$ cat config.mk
export PLATFORM = sky130hd
export DESIGN_NAME = acr_rate_ctrl
export DESIGN_NICKNAME = d
export VERILOG_FILES = /design/src/verilog/acr_pkg.sv /design/src/verilog/acr_sinc_filter.sv /design/src/verilog/acr_rate_ctrl.sv
export SDC_FILE = /design/constraint.sdc
export NUM_CORES = 2
export LEC_CHECK = 0
export ABC_AREA = 1
export BUFFER_PORTS_ARGS = -buffer_cell sky130_fd_sc_hd__buf_2
export CAP_MARGIN = 20
export CORE_MARGIN = 5
export CORE_UTILIZATION = 51
export DETAILED_ROUTE_END_ITERATION = 8
export PLACE_DENSITY = 0.74
export SYNTH_ARGS = -nofsm -noshare
export SYNTH_HDL_FRONTEND = slang
export SYNTH_HIERARCHICAL = 1
export SYNTH_SLANG_ARGS = --single-unit
$ cat constraint.sdc
create_clock -name clk -period 8.48 [get_ports clk]
set_input_delay 0.424 -clock clk [delete_from_list [all_inputs] [get_ports clk]]
set_output_delay 0.424 -clock clk [all_outputs]
set_load 0.03 [all_outputs]
$ cat src/verilog/acr_pkg.sv
// shared constants for the converter clock and rate control block
package acr_pkg;
   // system clock
   localparam int CLK_PERIOD_NS   = 8;
   // external clock is taken as present while its period stays under 5000 ns (200 kHz)
   localparam int EXT_DET_PERIOD_NS = 5000;
   localparam int DET_CYCLES      = EXT_DET_PERIOD_NS / CLK_PERIOD_NS;
   localparam int DET_W           = 10;
   // internal oscillator: clk divided down to roughly 4.9152 MHz
   localparam int OSC_DIV         = 25;
   localparam int OSC_W           = 5;
   // active clocks per modulator sample (4.9152 MHz / 76.8 kHz)
   localparam int MOD_DIV         = 64;
   localparam int MOD_W           = 6;
   // active clocks per result for each rate-select level
   localparam int RATIO_SLOW      = 491520;
   localparam int RATIO_FAST      = 61440;
   localparam int CONV_W          = 19;
   // results until a step is fully settled (fifth one is clean)
   localparam int SETTLE_RESULTS  = 5;
   localparam int SETTLE_W        = 3;
   // decimation filter
   localparam int FILT_ORDER      = 4;
   localparam int ACC_W           = 56;
   localparam int CODE_W          = 20;
   localparam int SHIFT_SLOW      = 33;
   localparam int SHIFT_FAST      = 21;
   localparam logic [CODE_W-1:0] CODE_MAX = 20'h7_FFFF;
   localparam logic [CODE_W-1:0] CODE_MIN = 20'h8_0000;
endpackage

$ cat src/verilog/acr_sinc_filter.sv
// fourth-order sinc decimation filter for the modulator bit stream
`timescale 1ns/1ps
module acr_sinc_filter
   import acr_pkg::*;
(
   input  wire logic              clk,
   input  wire logic              rstn,
   input  wire logic              clear,
   input  wire logic              sample_en,
   input  wire logic              sample_bit,
   input  wire logic              dump,
   input  wire logic              fast,
   output logic [CODE_W-1:0]      code,
   output logic                   code_valid
);
   logic signed [ACC_W-1:0] integ [FILT_ORDER];
   logic signed [ACC_W-1:0] zdly  [FILT_ORDER];
   logic signed [ACC_W-1:0] comb  [FILT_ORDER+1];
   logic signed [ACC_W-1:0] scaled;
   logic signed [ACC_W-1:0] in_val;

   // bit 1 weighs +1, bit 0 weighs -1
   assign in_val = sample_bit ? ACC_W'(1) : -ACC_W'(1);

   // integrator chain runs at the modulator rate
   always_ff @(posedge clk or negedge rstn) begin
      if (!rstn) begin
         for (int i = 0; i < FILT_ORDER; i++) integ[i] <= '0;
      end else if (clear) begin
         for (int i = 0; i < FILT_ORDER; i++) integ[i] <= '0;
      end else if (sample_en) begin
         integ[0] <= integ[0] + in_val;
         for (int i = 1; i < FILT_ORDER; i++) integ[i] <= integ[i] + integ[i-1];
      end
   end

   // comb chain evaluated at the conversion boundary
   always_comb begin
      comb[0] = integ[FILT_ORDER-1];
      for (int i = 0; i < FILT_ORDER; i++) comb[i+1] = comb[i] - zdly[i];
      scaled = fast ? (comb[FILT_ORDER] >>> SHIFT_FAST) : (comb[FILT_ORDER] >>> SHIFT_SLOW);
   end

   // comb delays and clipped result word
   always_ff @(posedge clk or negedge rstn) begin
      if (!rstn) begin
         for (int i = 0; i < FILT_ORDER; i++) zdly[i] <= '0;
         code       <= '0;
         code_valid <= 1'b0;
      end else if (clear) begin
         for (int i = 0; i < FILT_ORDER; i++) zdly[i] <= '0;
         code       <= '0;
         code_valid <= 1'b0;
      end else begin
         code_valid <= dump;
         if (dump) begin
            for (int i = 0; i < FILT_ORDER; i++) zdly[i] <= comb[i];
            // two's complement with clipping; a positive-only input stream gives codes >= 0
            if (scaled > $signed({{(ACC_W-CODE_W){1'b0}}, CODE_MAX}))
               code <= CODE_MAX;
            else if (scaled < $signed({{(ACC_W-CODE_W){1'b1}}, CODE_MIN}))
               code <= CODE_MIN;
            else
               code <= scaled[CODE_W-1:0];
         end
      end
   end
endmodule

$ cat src/verilog/acr_rate_ctrl.sv
// clock source selection, result rate timing and settling tracking
//
// Overview of operation
// fast external clock: detector low, use it
// slow or absent external clock: internal oscillator
// unused external clock pin tied to ground
// rate-select low: result every 491,520 clocks
// rate-select high: result every 61,440 clocks
// sinc4 filter fed at 76.8 kHz
// all rates follow the active clock only
// host discards first four results after step
// single-ended positive input gives non-negative codes
// configuration only from static pins
// power-down holds conversion logic in reset
// external clock nominal 4.9152 MHz, low selects oscillator
// count from zero, result at chosen ratio
// rate change applies at boundary, restarts settling
`timescale 1ns/1ps
module acr_rate_ctrl
   import acr_pkg::*;
#(
   parameter int RATIO_SLOW_P = RATIO_SLOW,
   parameter int RATIO_FAST_P = RATIO_FAST
)(
   input  wire logic              clk,
   input  wire logic              rstn,
   input  wire logic              ext_clock_in,
   input  wire logic              power_down_n,
   input  wire logic              rate_sel,
   input  wire logic              mod_bit,
   output logic                   clk_detect,
   output logic                   osc_enable,
   output logic                   active_tick,
   output logic                   mod_tick,
   output logic [CODE_W-1:0]      result_code,
   output logic                   result_valid,
   output logic                   result_settled
);
   logic              ext_q;
   logic              ext_rise;
   logic [DET_W-1:0]  gap_cnt;
   logic [OSC_W-1:0]  osc_cnt;
   logic              osc_tick;
   logic [MOD_W-1:0]  mod_cnt;
   logic [CONV_W-1:0] conv_cnt;
   logic [CONV_W-1:0] ratio_last;
   logic              rate_q;
   logic              boundary;
   logic [SETTLE_W-1:0] settle_cnt;
   logic              run;

   localparam logic [CONV_W-1:0] LAST_SLOW = CONV_W'(RATIO_SLOW_P - 1);
   localparam logic [CONV_W-1:0] LAST_FAST = CONV_W'(RATIO_FAST_P - 1);
   localparam logic [DET_W-1:0]  DET_LAST  = DET_W'(DET_CYCLES);

   // conversion logic only runs while power-down is released
   assign run = power_down_n;

   // external clock edge, pin is synchronous to clk
   always_ff @(posedge clk or negedge rstn) begin
      if (!rstn) ext_q <= 1'b0;
      else       ext_q <= ext_clock_in;
   end
   assign ext_rise = ext_clock_in && !ext_q;

   // clock presence detector: a gap longer than one 200 kHz period means absent
   always_ff @(posedge clk or negedge rstn) begin
      if (!rstn) begin
         gap_cnt    <= DET_LAST;
         clk_detect <= 1'b1;
      end else if (ext_rise) begin
         gap_cnt    <= '0;
         clk_detect <= 1'b0;
      end else if (gap_cnt == DET_LAST) begin
         clk_detect <= 1'b1;
      end else begin
         gap_cnt    <= gap_cnt + DET_W'(1);
      end
   end

   // oscillator runs only while no external clock is seen
   assign osc_enable = clk_detect;

   // internal oscillator model, stopped when disabled or powered down
   always_ff @(posedge clk or negedge rstn) begin
      if (!rstn)                     osc_cnt <= '0;
      else if (!osc_enable || !run)  osc_cnt <= '0;
      else if (osc_tick)             osc_cnt <= '0;
      else                           osc_cnt <= osc_cnt + OSC_W'(1);
   end
   assign osc_tick = osc_enable && run && (osc_cnt == OSC_W'(OSC_DIV - 1));

   // one active clock period from whichever source is selected
   assign active_tick = run && (clk_detect ? osc_tick : ext_rise);

   // modulator sample strobe every 64 active clocks
   always_ff @(posedge clk or negedge rstn) begin
      if (!rstn)            mod_cnt <= '0;
      else if (!run)        mod_cnt <= '0;
      else if (active_tick) mod_cnt <= mod_cnt + MOD_W'(1);
   end
   assign mod_tick = active_tick && (mod_cnt == MOD_W'(MOD_DIV - 1));

   // rate pin sampled at boundaries and while in power-down, no other rate setting exists
   assign ratio_last = rate_q ? LAST_FAST : LAST_SLOW;
   assign boundary   = active_tick && (conv_cnt == ratio_last);

   // conversion counter counts active clocks from zero after power-up
   always_ff @(posedge clk or negedge rstn) begin
      if (!rstn)            conv_cnt <= '0;
      else if (!run)        conv_cnt <= '0;
      else if (boundary)    conv_cnt <= '0;
      else if (active_tick) conv_cnt <= conv_cnt + CONV_W'(1);
   end

   // rate latch follows the pin at each boundary and while held in power-down
   always_ff @(posedge clk or negedge rstn) begin
      if (!rstn)         rate_q <= 1'b0;
      else if (!run)     rate_q <= rate_sel;
      else if (boundary) rate_q <= rate_sel;
   end

   // settling tracker: results counted since start or last rate change
   always_ff @(posedge clk or negedge rstn) begin
      if (!rstn) begin
         settle_cnt     <= '0;
         result_settled <= 1'b0;
      end else if (!run) begin
         settle_cnt     <= '0;
         result_settled <= 1'b0;
      end else if (boundary) begin
         result_settled <= (settle_cnt >= SETTLE_W'(SETTLE_RESULTS - 1));
         if (rate_sel != rate_q)
            settle_cnt <= '0;
         else if (settle_cnt < SETTLE_W'(SETTLE_RESULTS))
            settle_cnt <= settle_cnt + SETTLE_W'(1);
      end
   end

   // decimation filter, dumped at every conversion boundary
   acr_sinc_filter u_filt (
      .clk        (clk),
      .rstn       (rstn),
      .clear      (!run),
      .sample_en  (mod_tick),
      .sample_bit (mod_bit),
      .dump       (boundary),
      .fast       (rate_q),
      .code       (result_code),
      .code_valid (result_valid)
   );

   // helper: active clocks seen since last boundary
   logic [CONV_W:0] tick_seen;
   always_ff @(posedge clk or negedge rstn) begin
      if (!rstn)            tick_seen <= '0;
      else if (!run)        tick_seen <= '0;
      else if (boundary)    tick_seen <= '0;
      else if (active_tick) tick_seen <= tick_seen + (CONV_W+1)'(1);
   end

   // helper: active clocks since the last modulator strobe, kept apart from mod_cnt
   logic [MOD_W:0] mod_gap;
   always_ff @(posedge clk or negedge rstn) begin
      if (!rstn)            mod_gap <= '0;
      else if (!run)        mod_gap <= '0;
      else if (mod_tick)    mod_gap <= '0;
      else if (active_tick) mod_gap <= mod_gap + (MOD_W+1)'(1);
   end
endmodule

# Word-level counts from Yosys, hierarchy flattened
# Cells that the tools add are included.
# totals
ff_bits,516
latch_bits,0
ram_bits,0
rom_bits,0
in_bits,6
output_inout_bits,26
word_cells,91
n_memories,0
# op_classes
addsub,13
mul,0
n_div,0
order_cmp,4
n_eq_ne,11
n_shift,0
n_mux,32
n_bitwise,0
n_reduce_logical,12
# op_table
cell,count
$mux W224,4
$add A56 B56 Y56,4
$sub A56 B56 Y56,4
$mux W20,4
$mux W19,4
$mux W56,1
$gt A35 B20 Y1 const B,1
$lt A35 B20 Y1 const B,1
$mux W34,1
$mux W10,2
$add A19 B1 Y19 const B,1
$eq A19 B19 Y1,1
$mux W3,4
$mux W6,2
$add A10 B1 Y10 const B,1
$eq A10 B10 Y1 const B,1
$mux W5,2
$mux W1,8
$add A6 B1 Y6 const B,1
$eq A6 B6 Y1 const B,1
$logic_and A1 B1 Y1,6
$ne A2 B1 Y1 const B,3
$ne A3 B1 Y1 const B,2
$add A5 B1 Y5 const B,1
other kinds (10),12

# Longest topological paths before layout
# logic_depth
word_depth,10
mapped_depth,62
mapped_depth_nobuf,61

# Cells and area by module
# Netlist, hierarchy kept.
# by_module_without_submodules
mod,instances,cells_per_inst,area_each_um2,seq_area_each_um2
acr_sinc_filter,1,6469,43624.3,11736.3
acr_rate_ctrl,1,310,2514.9,1183.6

# Worst setup path after synthesis
# OpenSTA, ideal clock, no wires.
# synth_timing
path_type,reg-to-reg
from,register u_filt/zdly[168] (netlist bit)
to,register u_filt.code[10]
setup_time_ns,0.065
arrival_time_ns,7.739
setup_slack_ns,0.676
stages_incl_launch_ff,55
path_buffers,1
path_cell_list,dfrtp_1 -> ha_1 -> fa_1 -> nand3b_1 -> nand2_1 -> a21o_1 -> nand2_1 -> nand2_1 -> a21oi_1 -> inv_1 -> a21oi_1 -> o21ai_0 -> inv_1 -> o21ai_0 -> xor2_1 -> ha_1 -> nand2_1 -> nor2_1 -> [19 not listed] -> xnor2_1 -> ha_1 -> a21oi_1 -> o21ai_0 -> a21oi_1 -> o21ai_0 -> a221oi_1 -> nand2_1 -> nand2_1 -> nand2_1 -> nand3_1 -> nand3_2 -> nand2_1 -> nand3_2 -> nand2_4 -> buf_6 -> nand2_1 -> nand2_1
# synth_via
elab_chain_cells,10
word_cells_on_any_way,11
cone_classes,add/sub (4); order compare (2); mux (5)
# synth_rtl
element,line,rtl
"start, declared",acr_sinc_filter.sv:17,logic signed [ACC_W-1:0] zdly [FILT_ORDER];
$sub A56 B56 Y56 (*) (4 in a row),acr_sinc_filter.sv:40,for (int i = 0; i < FILT_ORDER; i++) comb[i+1] = comb[i] - zdly[i];
$mux W34,acr_sinc_filter.sv:41,scaled = fast ? (comb[FILT_ORDER] >>> SHIFT_FAST) : (comb[FILT_ORDER] >>> SHIFT_SLOW);
$lt A35 B20 Y1,acr_sinc_filter.sv:61,"else if (scaled < $signed({{(ACC_W-CODE_W){1'b1}}, CODE_MIN}))"
$mux W20,acr_sinc_filter.sv:61,
$mux W20 (*),acr_sinc_filter.sv:59,"if (scaled > $signed({{(ACC_W-CODE_W){1'b0}}, CODE_MAX}))"
$mux W20 (*),acr_sinc_filter.sv:56,if (dump) begin
$mux W20 (*),acr_sinc_filter.sv:50,end else if (clear) begin
"end signal, assigned",acr_sinc_filter.sv:64,code <= scaled[CODE_W-1:0];
"end, declared",acr_sinc_filter.sv:13,"output logic [CODE_W-1:0] code,"
# Mark *: on every way between the ends. The rest lies on a longest branch, timed or not. The select of a mux whose other input is x is not followed.
# A chain may end at the register's enable or synchronous reset.

# Final worst setup path
# layout_timing
from,"register u_filt.integ, in the netlist u_filt/comb[224]"
to,register u_filt.code[6]
# layout_via
elab_chain_cells,10
word_cells_on_any_way,11
cone_classes,add/sub (4); order compare (2); mux (5)
# layout_rtl
element,line,rtl
"start, declared",acr_sinc_filter.sv:16,logic signed [ACC_W-1:0] integ [FILT_ORDER];
$sub A56 B56 Y56 (*) (4 in a row),acr_sinc_filter.sv:40,
$mux W34,acr_sinc_filter.sv:41,
$lt A35 B20 Y1,acr_sinc_filter.sv:61,
$mux W20,acr_sinc_filter.sv:61,
$mux W20 (*),acr_sinc_filter.sv:59,
$mux W20 (*),acr_sinc_filter.sv:56,
$mux W20 (*),acr_sinc_filter.sv:50,
# Marks and branches as above.

==> results.yml <==
outcome:
  status: "finished clean"
synthesis:
  synthesis.area_sq_um: 46100
  syn-mean-instance-area_sq_um: 6.81
  yosysTopAreaCellShare_pct: 27.7
  synthCells: 6779
  synthFlopType: "dfrtp_1"
  synth_fp_nets: 7237
  synthTopCellsByArea: "dfrtp_1 28%, nand2_1 13%, ha_1 12%, inv_1 7.5%, a21oi_1 7.3%"
  synth_edf_count: 0
  ys_seq_elements: 516
  ys.warnings.count: 6
  synth_seq_area_share_pct: 28.0
  yosys.area.top_type: "dfrtp_1"
  ys_types: 73
  synth_most_common_cell: "nand2_1"
  synth_common_cells: "1556 x nand2_1, 926 x inv_1, 670 x a21oi_1"
  async_flop_share_pct: 100
clocking:
  h-tree-depth: 3
  clk_pin_slew_ps: 60
  clock_latency_ps: 630
  clock_sinks: 516
  cts_buffers: 66
  clockBufferDepth: 3
  cts_root_buf: "clkbuf_16"
  cts_tree: "done"
drt:
  ant_nets: 0
  vias: 47000
  drtPass1Iterations: 5
  vias_per_cell: 5.51
  routed_wl_mm: 148
  routedWlPerCell_microns: 17.3
  drc: 0
  drt_iter0_drc: 2565
worst_hold_path:
  holdCritPathClass: "in -> reg"
  holdCritStartpoint: "rate_sel"
worst_setup_path:
  rr_startpoint: "u_filt/comb[224]$_DFFE_PN0P_"
  critPathKind: "reg -> reg"
  slowest_delay_ps: 380
  crit_family: "compound AO/OA/AOI/OAI gates"
  critPathSlowestCell: "ha_1"
  required_ps: 9040
  cp_max_fo: 5
  crit_path_start_kind: "flip-flop"
  end_kind: "flip-flop"
  path_buf_inv: 10
  cp-startpoint: "u_filt/comb[224]$_DFFE_PN0P_"
  crit_path_frequent_cell: "nand2_2"
  cp.arrival_ps: 8840
place:
  place.gp.congestion: 0.964
  port_buffers: 31
  pre_cts_ws_ps: -377
  hpwl_mm: 114
timing:
  setup_viol: 0
  relSlewSlack_pct: 28.4
  final_hold_viol_count: 0
  layout_min_cycle_time_ps: 8270
  finalCritPeriodShare_pct: 97.5
  fin_worst_skew_ps: 19.9
  rsz0062_at_grt: "yes"
  fin_ws_ps: 208
  slew_viol_final: 0
  tightest_slew_ps: 1070
  max_freq_mhz: 121
die:
  io_pins: 32
  rows: 110
  die_w_microns: 311
  initial_core_util_pct: 51.3
  dieArea_sq_um: 96600
  core_sq_um: 89900
  die_h_microns: 311
global_routing:
  grt_antenna_before_repair: 0
  first_global_vias: 46800
  overflow: 0
  grt_pass1_wl_mm: 233
  grtUsageTotal_pct: 29.1
  grt_max_degree: 146
final_layout:
  drive_gt1_share_pct: 16.1
  nFillCells: 8322
  area_growth_pct: 20.3
  num-nets-final: 7763
run:
  maxCapViolations: 0
## path summary, 6_finish.rpt
kind                       depth (start not counted)  slack [ps]                       endpoint
max                                               54         210     u_filt/code[6]$_DFFE_PN0P_
min                                                3          40             rate_q$_DFFE_PN0P_
max reg2reg                                       54         210     u_filt/code[6]$_DFFE_PN0P_
min reg2reg                                        2         470    u_filt/code[15]$_DFFE_PN0P_
max in group asynchronous                          4        6080  u_filt/integ[164]$_DFFE_PN0P_
min in group asynchronous                          2         380       conv_cnt[11]$_DFFE_PN0P_
## cell usage in the layout (no fill, tap or decap), types with 24 or more instances in the layout
cell type,instances
o21bai_1,34
nand3_2,30
nor2_4,29
buf_2,30
nand3_1,175
o21ai_2,24
o21a_1,41
a21oi_1,592
a31oi_1,74
buf_4,526
nand4_1,44
dfrtp_1,510
o31ai_1,47
o21ai_1,80
a21o_1,75
a21oi_2,83
o21ai_0,587
ha_1,415
clkbuf_16,69
clkbuf_1,27
inv_2,47
nor2_2,48
nand2_2,89
nor3_1,48
inv_1,894
nor2_1,595
xor2_1,153
o22ai_1,96
nand2_1,1487
xnor2_1,57
## kinds of logic after synthesis
group / synth area share, %
xor gates and xnor gates: 4.56
and+or+nand+nor: 23.3
adders and majority gates: 12.4
DFF: 28.0
buffers and inverters: 8.84
muxes: 0.0217
AOI/OAI and AO/OA: 22.9
## worst min-delay path: cells and delay by family
kind	cells	cell delay [ps]
AOI/OAI and AO/OA	1	60
and+or+nand+nor	1	50
buffers and inverters	1	100
## sequential cells by signal (all words and copies together), names as in the netlist, 3 cells and up
| name | cells |
|---|---|
| u_filt/zdly | 224 |
| u_filt/integ | 168 |
| u_filt/comb | 56 |
| u_filt/code | 20 |
| conv_cnt | 19 |
| gap_cnt | 10 |
| mod_cnt | 6 |
| osc_cnt | 5 |
| settle_cnt | 3 |
## per-layer routing
layer | track usage (%) | wire [microns] | vias to the layer above
met5 | 0 | 0 | -
met4 | 17.5 | 10700 | 0
met3 | 2.68 | 4710 | 453
met2 | 53.2 | 73400 | 1062
met1 | 33.0 | 58800 | 21700
li1 | - | - | 23800
## timing repair
action | CTS | global route
setup endpoints to repair | 20 | 20
buffers inserted | 10 | 54
hold buffers | 2 | 0
pin swaps | 8 | 202
endpoints found under the hold margin | 77 | 0
gates cloned | 0 | 5
gates resized for setup | 39 | 476
## metrics by stage
| stage | instance area [sq um] | hold slack (ps) | TNS [ps] | cells | util, % |
|---|---|---|---|---|---|
| 3_3_place_gp | 50900 | 461 | -4700 | 8344 | 56.6 |
| 5_1_grt | 55500 | 50.5 | -4410 | 8533 | 61.8 |
| 2_1_floorplan | 46100 | 128 | 0 | 6779 | - |
| 6_report | 55500 | 35.6 | 0 | 8534 | 61.8 |
| 4_1_cts | 53200 | 2.57 | 0 | 8476 | 59.2 |
| 3_5_place_dp | 50900 | 461 | -6740 | 8344 | 56.6 |
## layout make-up
class                      instances  area [sq um]  share of cell area (%)
inverter                         945          3560                    6.40
sequential                       516         12900                    23.3
clock buffer                     101          1870                    3.38
multi-input combinational       5204         31200                    56.1
tap                             1176          1470                    2.65
timing repair buffer             572          4330                    7.81
clock inverter                    19           198                   0.356
antenna                            1          2.50                 0.00451
Power is not shown: default switching activity piles up to over one toggle a cycle in this logic, so the estimate is an artifact.
